**config.mk**
```make
export PLATFORM = sky130hd
export DESIGN_NAME = lmbic_led_mux_ctrl
export DESIGN_NICKNAME = d
export VERILOG_FILES = /design/src/hw/lmbic_pkg.sv /design/src/hw/lmbic_font.sv /design/src/hw/lmbic_led_mux_ctrl.sv
export VERILOG_INCLUDE_DIRS = /design/src /design/src/hw
export SDC_FILE = /design/constraint.sdc
export NUM_CORES = 1
export LEC_CHECK = 0
export ABC_CLOCK_PERIOD_IN_PS = 5400
export BUFFER_PORTS_ARGS = -buffer_cell sky130_fd_sc_hd__buf_2
export CORE_ASPECT_RATIO = 1.75
export CORE_MARGIN = 10
export CORE_UTILIZATION = 57
export DETAILED_ROUTE_END_ITERATION = 10
export PLACE_DENSITY = 0.71
export SLEW_MARGIN = 25
export SYNTH_ARGS = -nofsm -noshare
export SYNTH_HDL_FRONTEND = slang
export SYNTH_HIERARCHICAL = 1
export SYNTH_SLANG_ARGS = --single-unit
```
**constraint.sdc**
```tcl
create_clock -name clk_sys -period 5.4 [get_ports clk_sys]
set_input_delay 0.81 -clock clk_sys [delete_from_list [all_inputs] [get_ports clk_sys]]
set_output_delay 0.81 -clock clk_sys [all_outputs]
set_load 0.03 [all_outputs]
```
**src/hw/lmbic_consts.svh**
```systemverilog
// register offsets, config bit positions, reset values and timing counts
`ifndef LMBIC_CONSTS_SVH
`define LMBIC_CONSTS_SVH

`define LMBIC_ADDR_GLOBAL_LEVEL 7'h02
`define LMBIC_ADDR_SCAN_LIMIT   7'h03
`define LMBIC_ADDR_CONFIG       7'h04
// upper address bits of the grouped ranges 0x10-0x17, 0x20-0x2F, 0x40-0x4F
`define LMBIC_ADDR_LEVEL_TOP    4'h2
`define LMBIC_ADDR_PLANE0_TOP   3'h2
`define LMBIC_ADDR_PLANE1_TOP   3'h4

`define LMBIC_CFG_RUN           0
`define LMBIC_CFG_RATE          2
`define LMBIC_CFG_BLINK_EN      3
`define LMBIC_CFG_BLINK_RST     4
`define LMBIC_CFG_CLEAR         5
`define LMBIC_CFG_PER_DIGIT     6
`define LMBIC_CFG_PHASE         7

`define LMBIC_RST_BYTE          8'h00
`define LMBIC_BLANK_CODE        8'h20
`define LMBIC_HEX_BLANK         7'h10

`define LMBIC_CLK_SYS_HZ        25000000
`define LMBIC_MUX_REF_HZ        4000000
`define LMBIC_DIGIT_TIME_US     200
`define LMBIC_FAST_BLINK_HZ     1
`define LMBIC_PWM_STEPS         16
`define LMBIC_DIGIT_TICKS       (`LMBIC_DIGIT_TIME_US * (`LMBIC_MUX_REF_HZ / 1000000))
`define LMBIC_FAST_PHASE_TICKS  (`LMBIC_MUX_REF_HZ / (2 * `LMBIC_FAST_BLINK_HZ))
`define LMBIC_OSC_HALF_CYCLES   (`LMBIC_CLK_SYS_HZ / (2 * `LMBIC_MUX_REF_HZ))

`endif

```
**src/hw/lmbic_pkg.sv**
```systemverilog
// shared types of the led multiplex controller
package lmbic_pkg;
  typedef logic [7:0]  lmbic_byte_t;
  typedef logic [6:0]  lmbic_addr_t;
  typedef logic [3:0]  lmbic_level_t;
  typedef logic [15:0] lmbic_glyph_t;
  typedef logic [6:0]  lmbic_seg7_t;
  typedef enum logic {
    LMBIC_SRC_INTERNAL,
    LMBIC_SRC_EXTERNAL
  } lmbic_clk_src_e;
endpackage : lmbic_pkg

```
**src/hw/lmbic_font.sv**
```systemverilog
// character generator: 16-segment glyph and 7-segment hex glyph
`include "lmbic_consts.svh"
module lmbic_font (
  input  wire lmbic_pkg::lmbic_addr_t  code,
  output lmbic_pkg::lmbic_glyph_t      glyph16,
  output lmbic_pkg::lmbic_seg7_t       hex7
);
  import lmbic_pkg::*;

  function automatic lmbic_seg7_t hex_glyph(input logic [3:0] n);
    case (n)
      4'h0: return 7'h3F;
      4'h1: return 7'h06;
      4'h2: return 7'h5B;
      4'h3: return 7'h4F;
      4'h4: return 7'h66;
      4'h5: return 7'h6D;
      4'h6: return 7'h7D;
      4'h7: return 7'h07;
      4'h8: return 7'h7F;
      4'h9: return 7'h6F;
      4'hA: return 7'h77;
      4'hB: return 7'h7C;
      4'hC: return 7'h39;
      4'hD: return 7'h5E;
      4'hE: return 7'h79;
      default: return 7'h71;
    endcase
  endfunction : hex_glyph

  // 16-seg order {m,l,k,j,i,h,g2,g1,f,e,d2,d1,c,b,a2,a1}
  function automatic lmbic_glyph_t widen(input lmbic_seg7_t s);
    return {6'h00, s[6], s[6], s[5], s[4], s[3], s[3], s[2], s[1], s[0], s[0]};
  endfunction : widen

  always_comb begin
    hex7 = (code < `LMBIC_HEX_BLANK) ? hex_glyph(code[3:0]) : 7'h00;
    if (code < `LMBIC_HEX_BLANK) begin
      glyph16 = widen(hex_glyph(code[3:0]));
    end else if (code < 7'h28) begin
      glyph16 = 16'h0000;
    end else if (code == 7'(`LMBIC_BLANK_CODE)) begin
      glyph16 = 16'h0000;
    end else if (code >= 7'h30 && code <= 7'h39) begin
      glyph16 = widen(hex_glyph(4'(code - 7'h30)));
    end else if (code >= 7'h41 && code <= 7'h46) begin
      glyph16 = widen(hex_glyph(4'(code - 7'h37)));
    end else if (code >= 7'h61 && code <= 7'h66) begin
      glyph16 = widen(hex_glyph(4'(code - 7'h57)));
    end else if (code == 7'h2D) begin
      glyph16 = 16'h00C0;
    end else if (code == 7'h5F) begin
      glyph16 = 16'h000C;
    end else begin
      glyph16 = 16'h033F; // a1, a2, b, c, d1, d2, g1, g2 lit for glyphs not yet drawn
    end
  end
endmodule : lmbic_font

```
**src/hw/lmbic_led_mux_ctrl.sv**
```systemverilog
// multiplexed led display controller: blink planes, font, scan and brightness
// How it works
// - with blink enabled, display alternates between first and second data plane
// - code 0x20 renders blank, so pairing it with a glyph blinks it
// - blink alternation free-runs with no further register writes
// - blink speed comes from mux clock and one global rate bit
// - reset clears controls, blanks display, minimum intensity, shutdown
// - read/write config bit selects shutdown or normal operation
// - read/write config bit enables blinking for all digits
// - writing blink-reset bit restarts blink timing; bit never reads back set
// - writing clear bit blanks both planes for every digit; not stored
// - read-only config bit shows blink phase; writes to it ignored
// - low seven bits pick the glyph, top bit lights decimal point
// - ascii glyphs from 0x28 up; first sixteen entries are hex digits
// - each digit gets a slot derived from the mux clock, 200us at 4MHz
// - at 4MHz blink is 1Hz fast or 0.5Hz slow
// - clock copy output follows whichever mux clock is in use
// - internal oscillator stops while in shutdown
// - scan limit selects one to eight scanned digit positions
// - per-digit bit clear: all digits use global level low nibble
// - brightness in fifteen steps, 1/16 up to 15/16 of peak
// - at least 1/16 of each digit slot is always blanked
// - per-digit bit set: each digit uses its own nibble
// - with blink disabled, only the first plane is shown
`include "lmbic_consts.svh"
module lmbic_led_mux_ctrl #(
  parameter int DIGIT_TICKS      = `LMBIC_DIGIT_TICKS,
  parameter int FAST_PHASE_TICKS = `LMBIC_FAST_PHASE_TICKS,
  parameter int OSC_HALF_CYCLES  = `LMBIC_OSC_HALF_CYCLES,
  parameter bit FAST_WHEN_ONE    = 1'b1
) (
  input  wire logic                    clk_sys,
  input  wire logic                    resetn,
  input  wire logic                    ce,
  input  wire logic                    mux_clock_pin,
  input  wire logic                    ext_clock_select,
  input  wire lmbic_pkg::lmbic_addr_t  reg_addr,
  input  wire lmbic_pkg::lmbic_byte_t  reg_wdata,
  input  wire logic                    reg_wr,
  input  wire logic                    reg_rd,
  output lmbic_pkg::lmbic_byte_t       reg_rdata,
  output logic [7:0]                   digit_drive,
  output lmbic_pkg::lmbic_glyph_t      seg_main,
  output logic                         decimal_point_segment,
  output lmbic_pkg::lmbic_seg7_t       seg_extra,
  output logic                         decimal_point_extra,
  output logic                         mux_clock_copy_out
);
  import lmbic_pkg::*;

  localparam int SIXTEENTH = DIGIT_TICKS / `LMBIC_PWM_STEPS;

  // ---------------- clock source ----------------
  logic           pin_meta, pin_sync, pin_prev, sel_meta, sel_sync, osc_lvl;
  logic [3:0]     osc_cnt;
  logic           next_pin_meta, next_pin_sync, next_pin_prev;
  logic           next_sel_meta, next_sel_sync, next_osc_lvl, next_copy;
  logic [3:0]     next_osc_cnt;
  logic           mux_tick;
  lmbic_clk_src_e clk_src;
  logic           cfg_run;

  always_comb begin
    next_pin_meta = mux_clock_pin;
    next_pin_sync = pin_meta;
    next_pin_prev = pin_sync;
    next_sel_meta = ext_clock_select;
    next_sel_sync = sel_meta;
    clk_src       = sel_sync ? LMBIC_SRC_EXTERNAL : LMBIC_SRC_INTERNAL;
    next_osc_cnt  = osc_cnt;
    next_osc_lvl  = osc_lvl;
    if (!cfg_run || clk_src == LMBIC_SRC_EXTERNAL) begin
      next_osc_cnt = 4'h0;
      next_osc_lvl = 1'b0;
    end else if (osc_cnt == 4'(OSC_HALF_CYCLES - 1)) begin
      next_osc_cnt = 4'h0;
      next_osc_lvl = ~osc_lvl;
    end else begin
      next_osc_cnt = 4'(osc_cnt + 4'h1);
    end
    case (clk_src)
      LMBIC_SRC_EXTERNAL: begin
        next_copy = pin_sync;
        mux_tick  = cfg_run & pin_sync & ~pin_prev;
      end
      default: begin
        next_copy = osc_lvl;
        mux_tick  = cfg_run & ~osc_lvl & (osc_cnt == 4'(OSC_HALF_CYCLES - 1));
      end
    endcase
  end

  always_ff @(posedge clk_sys or negedge resetn) begin
    if (!resetn) begin
      pin_meta           <= 1'b0;
      pin_sync           <= 1'b0;
      pin_prev           <= 1'b0;
      sel_meta           <= 1'b0;
      sel_sync           <= 1'b0;
      osc_cnt            <= 4'h0;
      osc_lvl            <= 1'b0;
      mux_clock_copy_out <= 1'b0;
    end else if (ce) begin
      pin_meta           <= next_pin_meta;
      pin_sync           <= next_pin_sync;
      pin_prev           <= next_pin_prev;
      sel_meta           <= next_sel_meta;
      sel_sync           <= next_sel_sync;
      osc_cnt            <= next_osc_cnt;
      osc_lvl            <= next_osc_lvl;
      mux_clock_copy_out <= next_copy;
    end
  end

  // ---------------- register file ----------------
  lmbic_byte_t global_level, scan_limit;
  lmbic_byte_t level_reg [0:7];
  lmbic_byte_t plane [0:1][0:15];
  logic        cfg_rate, cfg_blink_en, cfg_per_digit, blink_phase;
  lmbic_byte_t next_global_level, next_scan_limit, next_rdata;
  lmbic_byte_t next_level_reg [0:7];
  lmbic_byte_t next_plane [0:1][0:15];
  logic        next_run, next_rate, next_blink_en, next_per_digit;
  logic        blink_restart;

  function automatic logic is_level(input lmbic_addr_t a);
    return a[6:3] == `LMBIC_ADDR_LEVEL_TOP;
  endfunction : is_level

  function automatic logic is_plane(input lmbic_addr_t a, input logic p);
    return a[6:4] == (p ? `LMBIC_ADDR_PLANE1_TOP : `LMBIC_ADDR_PLANE0_TOP);
  endfunction : is_plane

  always_comb begin
    next_global_level = global_level;
    next_scan_limit   = scan_limit;
    next_level_reg    = level_reg;
    next_plane        = plane;
    next_run          = cfg_run;
    next_rate         = cfg_rate;
    next_blink_en     = cfg_blink_en;
    next_per_digit    = cfg_per_digit;
    blink_restart     = 1'b0;
    if (reg_wr) begin
      if (reg_addr == `LMBIC_ADDR_GLOBAL_LEVEL) begin
        next_global_level = reg_wdata;
      end else if (reg_addr == `LMBIC_ADDR_SCAN_LIMIT) begin
        next_scan_limit = reg_wdata;
      end else if (reg_addr == `LMBIC_ADDR_CONFIG) begin
        next_run       = reg_wdata[`LMBIC_CFG_RUN];
        next_rate      = reg_wdata[`LMBIC_CFG_RATE];
        next_blink_en  = reg_wdata[`LMBIC_CFG_BLINK_EN];
        next_per_digit = reg_wdata[`LMBIC_CFG_PER_DIGIT];
        blink_restart  = reg_wdata[`LMBIC_CFG_BLINK_RST];
        if (reg_wdata[`LMBIC_CFG_CLEAR]) begin
          for (int p = 0; p < 2; p++) begin
            for (int d = 0; d < 16; d++) begin
              next_plane[p][d] = `LMBIC_BLANK_CODE;
            end
          end
        end
      end else if (is_level(reg_addr)) begin
        next_level_reg[reg_addr[2:0]] = reg_wdata;
      end else if (is_plane(reg_addr, 1'b0)) begin
        next_plane[0][reg_addr[3:0]] = reg_wdata;
      end else if (is_plane(reg_addr, 1'b1)) begin
        next_plane[1][reg_addr[3:0]] = reg_wdata;
      end
    end
    next_rdata = reg_rdata;
    if (reg_rd) begin
      if (reg_addr == `LMBIC_ADDR_GLOBAL_LEVEL) begin
        next_rdata = global_level;
      end else if (reg_addr == `LMBIC_ADDR_SCAN_LIMIT) begin
        next_rdata = scan_limit;
      end else if (reg_addr == `LMBIC_ADDR_CONFIG) begin
        // transient bits read as zero, phase is live
        next_rdata = {blink_phase, cfg_per_digit, 2'b00, cfg_blink_en,
                      cfg_rate, 1'b0, cfg_run};
      end else if (is_level(reg_addr)) begin
        next_rdata = level_reg[reg_addr[2:0]];
      end else if (is_plane(reg_addr, 1'b0)) begin
        next_rdata = plane[0][reg_addr[3:0]];
      end else if (is_plane(reg_addr, 1'b1)) begin
        next_rdata = plane[1][reg_addr[3:0]];
      end else begin
        next_rdata = 8'h00;
      end
    end
  end

  always_ff @(posedge clk_sys or negedge resetn) begin
    if (!resetn) begin
      global_level  <= `LMBIC_RST_BYTE;
      scan_limit    <= `LMBIC_RST_BYTE;
      cfg_run       <= 1'b0;
      cfg_rate      <= 1'b0;
      cfg_blink_en  <= 1'b0;
      cfg_per_digit <= 1'b0;
      reg_rdata     <= 8'h00;
      for (int i = 0; i < 8; i++) begin
        level_reg[i] <= `LMBIC_RST_BYTE;
      end
      for (int p = 0; p < 2; p++) begin
        for (int d = 0; d < 16; d++) begin
          plane[p][d] <= `LMBIC_BLANK_CODE;
        end
      end
    end else if (ce) begin
      global_level  <= next_global_level;
      scan_limit    <= next_scan_limit;
      cfg_run       <= next_run;
      cfg_rate      <= next_rate;
      cfg_blink_en  <= next_blink_en;
      cfg_per_digit <= next_per_digit;
      reg_rdata     <= next_rdata;
      level_reg     <= next_level_reg;
      plane         <= next_plane;
    end
  end

  // ---------------- scan and blink timing ----------------
  logic [15:0] sub_cnt, next_sub_cnt;
  logic [3:0]  sixteenth, next_sixteenth;
  logic [2:0]  slot, next_slot;
  logic [23:0] blink_cnt, next_blink_cnt, phase_last;
  logic        next_blink_phase;

  always_comb begin
    next_sub_cnt     = sub_cnt;
    next_sixteenth   = sixteenth;
    next_slot        = slot;
    next_blink_cnt   = blink_cnt;
    next_blink_phase = blink_phase;
    phase_last = (cfg_rate == FAST_WHEN_ONE) ? 24'(FAST_PHASE_TICKS - 1)
                                             : 24'(2 * FAST_PHASE_TICKS - 1);
    if (mux_tick) begin
      if (sub_cnt == 16'(SIXTEENTH - 1)) begin
        next_sub_cnt   = 16'h0000;
        next_sixteenth = 4'(sixteenth + 4'h1);
        if (sixteenth == 4'hF) begin
          next_slot = (slot >= scan_limit[2:0]) ? 3'h0 : 3'(slot + 3'h1);
        end
      end else begin
        next_sub_cnt = 16'(sub_cnt + 16'h0001);
      end
    end
    if (blink_restart) begin
      next_blink_cnt   = 24'h000000;
      next_blink_phase = 1'b0;
    end else if (mux_tick) begin
      if (blink_cnt >= phase_last) begin
        next_blink_cnt   = 24'h000000;
        next_blink_phase = ~blink_phase;
      end else begin
        next_blink_cnt = 24'(blink_cnt + 24'h000001);
      end
    end
  end

  always_ff @(posedge clk_sys or negedge resetn) begin
    if (!resetn) begin
      sub_cnt     <= 16'h0000;
      sixteenth   <= 4'h0;
      slot        <= 3'h0;
      blink_cnt   <= 24'h000000;
      blink_phase <= 1'b0;
    end else if (ce) begin
      sub_cnt     <= next_sub_cnt;
      sixteenth   <= next_sixteenth;
      slot        <= next_slot;
      blink_cnt   <= next_blink_cnt;
      blink_phase <= next_blink_phase;
    end
  end

  // ---------------- font, brightness and drive ----------------
  logic         shown_plane, on_main, on_extra;
  lmbic_byte_t  code_main, code_extra, lvl_pair_main, lvl_pair_extra;
  lmbic_level_t lvl_main, lvl_extra;
  lmbic_glyph_t glyph_main;
  lmbic_seg7_t  hex_extra;
  logic [7:0]   next_drive;
  lmbic_glyph_t next_seg_main;
  lmbic_seg7_t  next_seg_extra;
  logic         next_dp_main, next_dp_extra;

  // on for level+1 sixteenths, last sixteenth always dark
  function automatic logic pwm_on(input lmbic_level_t lvl, input logic [3:0] s);
    return (s <= lvl) && (s != 4'hF);
  endfunction : pwm_on

  function automatic lmbic_level_t pick_nibble(input lmbic_byte_t b, input logic odd);
    return odd ? b[7:4] : b[3:0];
  endfunction : pick_nibble

  lmbic_font u_font_main (
    .code    (code_main[6:0]),
    .glyph16 (glyph_main),
    .hex7    ()
  );

  lmbic_font u_font_extra (
    .code    (code_extra[6:0]),
    .glyph16 (),
    .hex7    (hex_extra)
  );

  always_comb begin
    shown_plane    = cfg_blink_en & blink_phase;
    code_main      = plane[shown_plane][{1'b0, slot}];
    code_extra     = plane[shown_plane][{1'b1, slot}];
    lvl_pair_main  = level_reg[{1'b0, slot[2:1]}];
    lvl_pair_extra = level_reg[{1'b1, slot[2:1]}];
    if (cfg_per_digit) begin
      lvl_main  = pick_nibble(lvl_pair_main, slot[0]);
      lvl_extra = pick_nibble(lvl_pair_extra, slot[0]);
    end else begin
      lvl_main  = global_level[3:0];
      lvl_extra = global_level[3:0];
    end
    on_main        = cfg_run & pwm_on(lvl_main, sixteenth);
    on_extra       = cfg_run & pwm_on(lvl_extra, sixteenth);
    next_drive     = (on_main | on_extra) ? (8'h01 << slot) : 8'h00;
    next_seg_main  = on_main ? glyph_main : 16'h0000;
    next_dp_main   = on_main & code_main[7];
    next_seg_extra = on_extra ? hex_extra : 7'h00;
    next_dp_extra  = on_extra & code_extra[7];
  end

  always_ff @(posedge clk_sys or negedge resetn) begin
    if (!resetn) begin
      digit_drive           <= 8'h00;
      seg_main              <= 16'h0000;
      decimal_point_segment <= 1'b0;
      seg_extra             <= 7'h00;
      decimal_point_extra   <= 1'b0;
    end else if (ce) begin
      digit_drive           <= next_drive;
      seg_main              <= next_seg_main;
      decimal_point_segment <= next_dp_main;
      seg_extra             <= next_seg_extra;
      decimal_point_extra   <= next_dp_extra;
    end
  end
endmodule : lmbic_led_mux_ctrl

```
==> results of run 1 <==
-- layout by cell type (no fill, tap or decap), types with 14 or more instances in the layout --
| cell type | count |
|---|---|
| nand2_1 | 143 |
| a22o_1 | 130 |
| a22oi_1 | 19 |
| a2bb2oi_1 | 14 |
| buf_2 | 61 |
| mux2i_1 | 22 |
| o21ai_1 | 37 |
| dfstp_2 | 32 |
| o21ai_0 | 38 |
| clkbuf_16 | 43 |
| dfrtp_1 | 407 |
| nor2_1 | 81 |
| nand3_1 | 72 |
| nand4_1 | 23 |
| ha_1 | 39 |
| a21oi_1 | 22 |
| a31oi_1 | 14 |
| buf_4 | 28 |
| o2bb2ai_1 | 126 |
| inv_1 | 56 |
| mux4_2 | 178 |
| and2_1 | 15 |
| nor3_1 | 33 |
| o22ai_1 | 14 |
| mux2_2 | 94 |
| o31ai_1 | 17 |
| and3_1 | 21 |
-- per-stage QoR --
step | hold WS [ns] | cell area, sq um | utilization (%)
finish | 0.336 | 26300 | 63.0
global route | 0.386 | 26300 | 63.0
CTS | 0.368 | 26300 | 62.9
detailed placement | 0.460 | 24800 | 59.5
global placement | 0.454 | 24800 | 59.5
floorplan | 0.443 | 24200 | -
-- area by class of cell --
| type | count | area, sq um | area share (%) |
|---|---|---|---|
| multi-input cells | 1323 | 12300 | 46.7 |
| flip-flops and latches | 440 | 11100 | 42.0 |
| clock buffers | 58 | 1170 | 4.46 |
| well taps | 555 | 694 | 2.64 |
| repair buffers | 94 | 602 | 2.29 |
| clock inverters | 18 | 260 | 0.990 |
| inverters | 62 | 235 | 0.895 |
| diodes | 1 | 2.50 | 0.00952 |
-- where the power goes --
group / internal, W / total, W / switching [W]
sequential: 0.00346 / 0.00363 / 0.000163
combinational: 0.000346 / 0.000843 / 0.000497
clock: 0.00182 / 0.00316 / 0.00134
-- layer usage --
metal	vias up	routed length, um
li1	7624	-
met1	9393	26600
met2	1070	38300
met3	310	6510
met4	4	6250
met5	-	16
-- worst max path at each step --
| stage | slack [ns] | start | cells after the start | endpoint |
|---|---|---|---|---|
| floorplan | 1.58 | slot[0] | 17 | seg_main[1] |
| global placement | 1.59 | blink_phase | 12 | seg_main[2] |
| detailed placement | 1.55 | blink_phase | 11 | seg_main[1] |
| CTS | 1.52 | blink_phase | 11 | seg_main[1] |
| global route | 1.24 | blink_phase | 11 | seg_main[1] |
| finish | 1.48 | blink_phase | 11 | seg_extra[3] |
==> PnR_summary.wiki, run 1 <==
{| class="wikitable"
! Metric !! Value
|-
| GP Congestion || 1.02
|-
| Status || finished, final reports clean
|-
| Number of nets in the layout || 2024
|-
| Worst vdd ir || 245 uV
|-
| Most frequent CP cell || mux4_2
|-
| # resized after CTS || 0
|-
| First-pass GRT wire length || 119000 um
|-
| DR DRC count || 0
|-
| Via count of the first global-routing pass || 18.7k
|-
| Global routing met1 resource utilization || 34.4%
|-
| Number of buffers on the longest clock path || 3
|-
| Required time of the worst setup path || 5.88 ns
|-
| Highest clock frequency the design can meet || 255 MHz
|-
| Clock tree from TritonCTS || yes
|-
| Worst setup timing slack at the placement stage || 1.55 ns
|-
| Peak fanout along the critical path || 33
|-
| Number of optimization iterations in the first detailed-route pass || 6
|-
| Number of cells after detailed placement || 2473
|-
| Pin count of the biggest net entering global routing || 130
|-
| Actual transition at the worst max-transition pin || 1.16 ns
|-
| Max-cap violations || 0
|-
| Most Crowded Layer GR || met2
|-
| Area grow syn2layout || 8.90%
|-
| Final Max Tran Viols || 0
|-
| Number of top-level pins || 64
|-
| Clock latency on the worst-skew pair || 0.57 ns
|-
| Power after layout || 0.00763 W
|-
| Vias per cell || 7.21
|-
| Standard cell with the maximum stage delay on the critical path || nand2_2
|-
| Netlist area before placement || 24100 sq um
|-
| Cell family with most CP delay || multiplexers
|-
| Number of buffers inserted to repair setup after CTS || 0
|-
| Ys Warns || 6
|-
| Hold buffer count at cts || 0
|-
| Initial Util || 57.8%
|-
| P per Cell Area || 290 nW/um^2
|-
| CTS clk-pin slew, worst paths || 0.07 ns
|-
| Post-route clock skew || 0.0261 ns
|-
| Number of antenna violations at the first check in global routing || 3
|-
| Number of placement rows || 99
|-
| Depth of the worst register-to-register path || 11
|-
| Sum of negative setup slack || 0 ns
|-
| Number of port buffers || 63
|-
| Total Wirelength || 77600 um
|-
| R2R Setup Slk || 1.48 ns
|-
| Leak Pwr || 11.6 nW
|-
| Worst-case headroom to the max-slew limit || 22.7%
|-
| Met3 capacity usage during global routing || 5.87%
|-
| Met2 Resource Use GR || 50.5%
|-
| Master cell of the clock root buffer || clkbuf_16
|-
| Synthesized area per cell || 12.3 sq um
|-
| Hold Path Class || in -> async
|-
| Crit-path cells || nand2_2 > buf_4 > mux4_2 > mux4_2 > inv_1 > ha_1 > inv_1 > mux4_2 > nor2_1 > nand2_1 > o2bb2ai_1
|-
| Max reg flops || 256
|-
| Worst EP arrival || 4.39 ns
|-
| Total gr overflow || 0
|-
| Final ANT Viol Nets || 0
|-
| Worst setup path class || reg -> reg
|-
| Unrepaired setup endpoints after global routing || no
|-
| Overall die width || 176 um
|-
| Sort of element at the end of the critical path || flip-flop
|-
| Number of design-rule violations left by the first detailed-router iteration || 2317
|-
| Category of the worst setup path launch point || flip-flop
|-
| Min Tclk post-route || 3.92 ns
|-
| Share of cells above drive strength 1 || 25.3%
|-
| Final hold violation count || 0
|-
| Routed len/inst || 30.4 um
|-
| DIE AREA || 51300 sq um
|-
| Tcrit/Tclk final || 72.5%
|-
| Detailed placer's ending HPWL || 54600 um
|-
| Via Count || 18.4k
|-
| Htree depth || 2
|-
| Number of cells in the finished layout apart from fillers || 2551
|-
| Layout filler cell count || 3269
|-
| Post-Synthesis Cells || 1969
|-
| Clk sink count || 440
|-
| Crit path setup slack, layout || 1.48 ns
|-
| Count of buffer and inverter cells on the critical path || 3
|-
| Standard cell core area || 41700 sq um
|-
| Overall Global Routing Usage || 30.1%
|-
| Num CTS Buffers || 42
|-
| Destination of the worst register-to-register timing path || seg_extra[3]
|-
| Maximum cell stage delay along the critical path || 0.68 ns
|-
| Launch point of the worst reg-to-reg path || blink_phase
|-
| Setup-failing EPs final || 0
|-
| Height of the die || 292 um
|}
Note: power is estimated with default switching activity, not from simulation.
==> inputs of run 2 (changes only) <==
--- a/config.mk
+++ b/config.mk
@@ -6,7 +6,7 @@
 export SDC_FILE = /design/constraint.sdc
 export NUM_CORES = 1
 export LEC_CHECK = 0
-export ABC_CLOCK_PERIOD_IN_PS = 5400
+export ABC_CLOCK_PERIOD_IN_PS = 3930
 export BUFFER_PORTS_ARGS = -buffer_cell sky130_fd_sc_hd__buf_2
 export CORE_ASPECT_RATIO = 1.75
 export CORE_MARGIN = 10
==> constraint.sdc (replaced) <==
create_clock -name clk_sys -period 3.93 [get_ports clk_sys]
set_input_delay 0.5895 -clock clk_sys [delete_from_list [all_inputs] [get_ports clk_sys]]
set_output_delay 0.5895 -clock clk_sys [all_outputs]
set_load 0.03 [all_outputs]
==> run 2 against run 1 <==
Clock-buffer cell count grew 3. Sequential share of layout area shrank 0.66 points. Global-route usage grew 0.68 points. Largest cell class unchanged.
==> PnR_summary.wiki, run 2 (synthesized netlist as in run 1, its figures left out) <==
{| class="wikitable"
! Metric !! Value
|-
| Total gr overflow || 0 (unchanged)
|-
| Worst-case headroom to the max-slew limit || 33.1% (+10 points)
|-
| Number of antenna violations at the first check in global routing || 1 (-2)
|-
| Number of placement rows || 99 (unchanged)
|-
| Tcrit/Tclk final || 94.5% (+22 points)
|-
| Final non-filler cell area || 26700 sq um (+1.6%)
|-
| Hold Path Class || in -> async
|-
| Final Max Tran Viols || 0 (unchanged)
|-
| Sum of negative setup slack || 0 ns (unchanged)
|-
| Setup-failing EPs final || 0 (unchanged)
|-
| Peak fanout along the critical path || 36 (+9.1%)
|-
| Depth of the worst register-to-register path || 11 (unchanged)
|-
| Initial Util || 57.8% (unchanged)
|-
| Number of nets in the layout || 2059 (+1.7%)
|-
| Via count of the first global-routing pass || 19.0k (+1.8%)
|-
| Number of top-level pins || 64 (unchanged)
|-
| Area grow syn2layout || 10.6%
|-
| Actual transition at the worst max-transition pin || 1.00 ns (-0.156 ns)
|-
| Worst setup path class || reg -> reg
|-
| Final hold violation count || 0 (unchanged)
|-
| Leak Pwr || 11.8 nW (+2.2%)
|-
| Clock tree from TritonCTS || yes
|-
| Htree depth || 2 (unchanged)
|-
| Number of port buffers || 63 (unchanged)
|-
| Most frequent CP cell || mux4_2
|-
| Overall die width || 176 um (unchanged)
|-
| Worst EP arrival || 4.20 ns (-0.19 ns)
|-
| Share of cells above drive strength 1 || 26.7% (+1.4 points)
|-
| Min Tclk post-route || 3.71 ns (-0.201 ns)
|-
| R2R Setup Slk || 0.22 ns (-1.27 ns)
|-
| Category of the worst setup path launch point || flip-flop
|-
| Top library cells by usage in the layout, fill and taps aside || 407 x dfrtp_1, 178 x mux4_2, 143 x nand2_1, 130 x a22o_1, 126 x o2bb2ai_1
|-
| Routed len/inst || 30.7 um (+0.99%)
|-
| Worst vdd ir || 431 uV (+76%)
|-
| Placed Area || 25200 sq um (+1.3%)
|-
| Highest clock frequency the design can meet || 269 MHz (+5.4%)
|-
| DR DRC count || 0 (unchanged)
|-
| Destination of the worst register-to-register timing path || seg_extra[3]
|-
| CTS clk-pin slew, worst paths || 0.06 ns (about the same)
|-
| Vias per cell || 7.21 (about the same)
|-
| P per Cell Area || 400 nW/um^2 (+38%)
|-
| Standard cell core area || 41700 sq um (unchanged)
|-
| Maximum cell stage delay along the critical path || 0.55 ns (-0.13 ns)
|-
| Max reg flops || 256 (unchanged)
|-
| Height of the die || 292 um (unchanged)
|-
| Required time of the worst setup path || 4.42 ns (-1.46 ns)
|-
| Post-route clock skew || 0.0229 ns (-0.00323 ns)
|-
| DIE AREA || 51300 sq um (unchanged)
|-
| Overall Global Routing Usage || 30.8% (+0.68 points)
|-
| Launch point of the worst reg-to-reg path || blink_phase
|-
| Via Count || 18.7k (+1.4%)
|-
| Master cell of the clock root buffer || clkbuf_16
|-
| Pin count of the biggest net entering global routing || 104 (-20%)
|-
| Total Wirelength || 79500 um (+2.4%)
|-
| Worst Setup SP || blink_phase
|-
| Number of buffers on the longest clock path || 3 (unchanged)
|-
| Layout filler cell count || 3217 (-1.6%)
|-
| Clock latency on the worst-skew pair || 0.57 ns (about the same)
|-
| Crit-path cells || nand2_2 > buf_4 > mux4_2 > mux4_2 > inv_1 > ha_1 > inv_1 > mux4_2 > nor2_1 > nand2_1 > o2bb2ai_1
|-
| First-pass GRT wire length || 121000 um (+2.0%)
|-
| Sort of element at the end of the critical path || flip-flop
|-
| Clk sink count || 440 (unchanged)
|-
| Max-cap violations || 0 (unchanged)
|-
| Status || finished, final reports clean
|-
| Num CTS Buffers || 42 (unchanged)
|-
| Standard cell with the maximum stage delay on the critical path || buf_4
|-
| Final ANT Viol Nets || 0 (unchanged)
|-
| Unrepaired setup endpoints after global routing || no
|-
| Leading cell type in the layout, fill and taps excluded || dfrtp_1
|-
| GP Congestion || 0.993 (-2.4%)
|-
| Number of design-rule violations left by the first detailed-router iteration || 2401 (+3.6%)
|-
| CP Capture Point || seg_extra[3]
|-
| Detailed placer's ending HPWL || 56700 um (+3.8%)
|-
| Number of optimization iterations in the first detailed-route pass || 8 (+2)
|}
## run 2: timing repair
item,4_1_cts,5_1_grt
hold buffers,0,0
buffers inserted,0,0
endpoints found under the setup margin,0,1
resized for setup,0,0
## run 2: how the worst min path moves through the flow
stage / start / end / slack [ns] / depth (start not counted)
2_1_floorplan: resetn / blink_cnt[0] / 0.29 / 0
5_1_grt: resetn / blink_cnt[20] / 0.1 / 1
6_report: resetn / blink_cnt[20] / 0.04 / 1
4_1_cts: resetn / blink_cnt[20] / 0.09 / 1
3_5_place_dp: plane[149] / plane[149] / 0.46 / 2
3_3_place_gp: plane[157] / plane[157] / 0.45 / 2
## run 2: power breakdown
group | switching [W] | internal, W
Clock | 0.00185 | 0.00267
Combinational | 0.000690 | 0.000495
Sequential | 0.000225 | 0.00476
## run 2: layout make-up
class / instances / area, sq um / area share, %
diodes: 1 / 2.50 / 0.00937
clock inverters: 16 / 239 / 0.895
multi-input cells: 1324 / 12300 / 46.0
repair buffers: 128 / 910 / 3.41
inverters: 62 / 235 / 0.881
clock buffers: 61 / 1290 / 4.82
well taps: 555 / 694 / 2.60
flip-flops and latches: 440 / 11100 / 41.4
## run 2: per-stage QoR
stage	utilization [%]	total power, W	worst slack, ns	hold slack (ns)	instances
floorplan	-	0.00574	0.112	0.294	1974
global placement	60.2	0.00617	0.380	0.450	2508
detailed placement	60.3	0.00621	0.318	0.461	2508
CTS	63.9	0.0107	0.314	0.0886	2585
global route	64.0	0.0110	0.0527	0.100	2586
finish	64.0	0.0107	0.216	0.0429	2587
## run 2: routing by layer
layer / wire length [um] / global-route usage, % / vias to the layer above
li1: - / - / 7701
met1: 27300 / 35.4 / 9452
met2: 38700 / 50.4 / 1175
met3: 6380 / 5.45 / 328
met4: 7110 / 23.2 / 0
met5: 0 / 0 / -
## run 2: critical path: cells and delay by family (launching register included)
family	cells	cell delay [ns]
fa+ha+maj	1	0.19
simple gates	3	0.72
mux	3	1.37
flops	1	0.42
compound gates	1	0.15
buf+inv	3	0.75
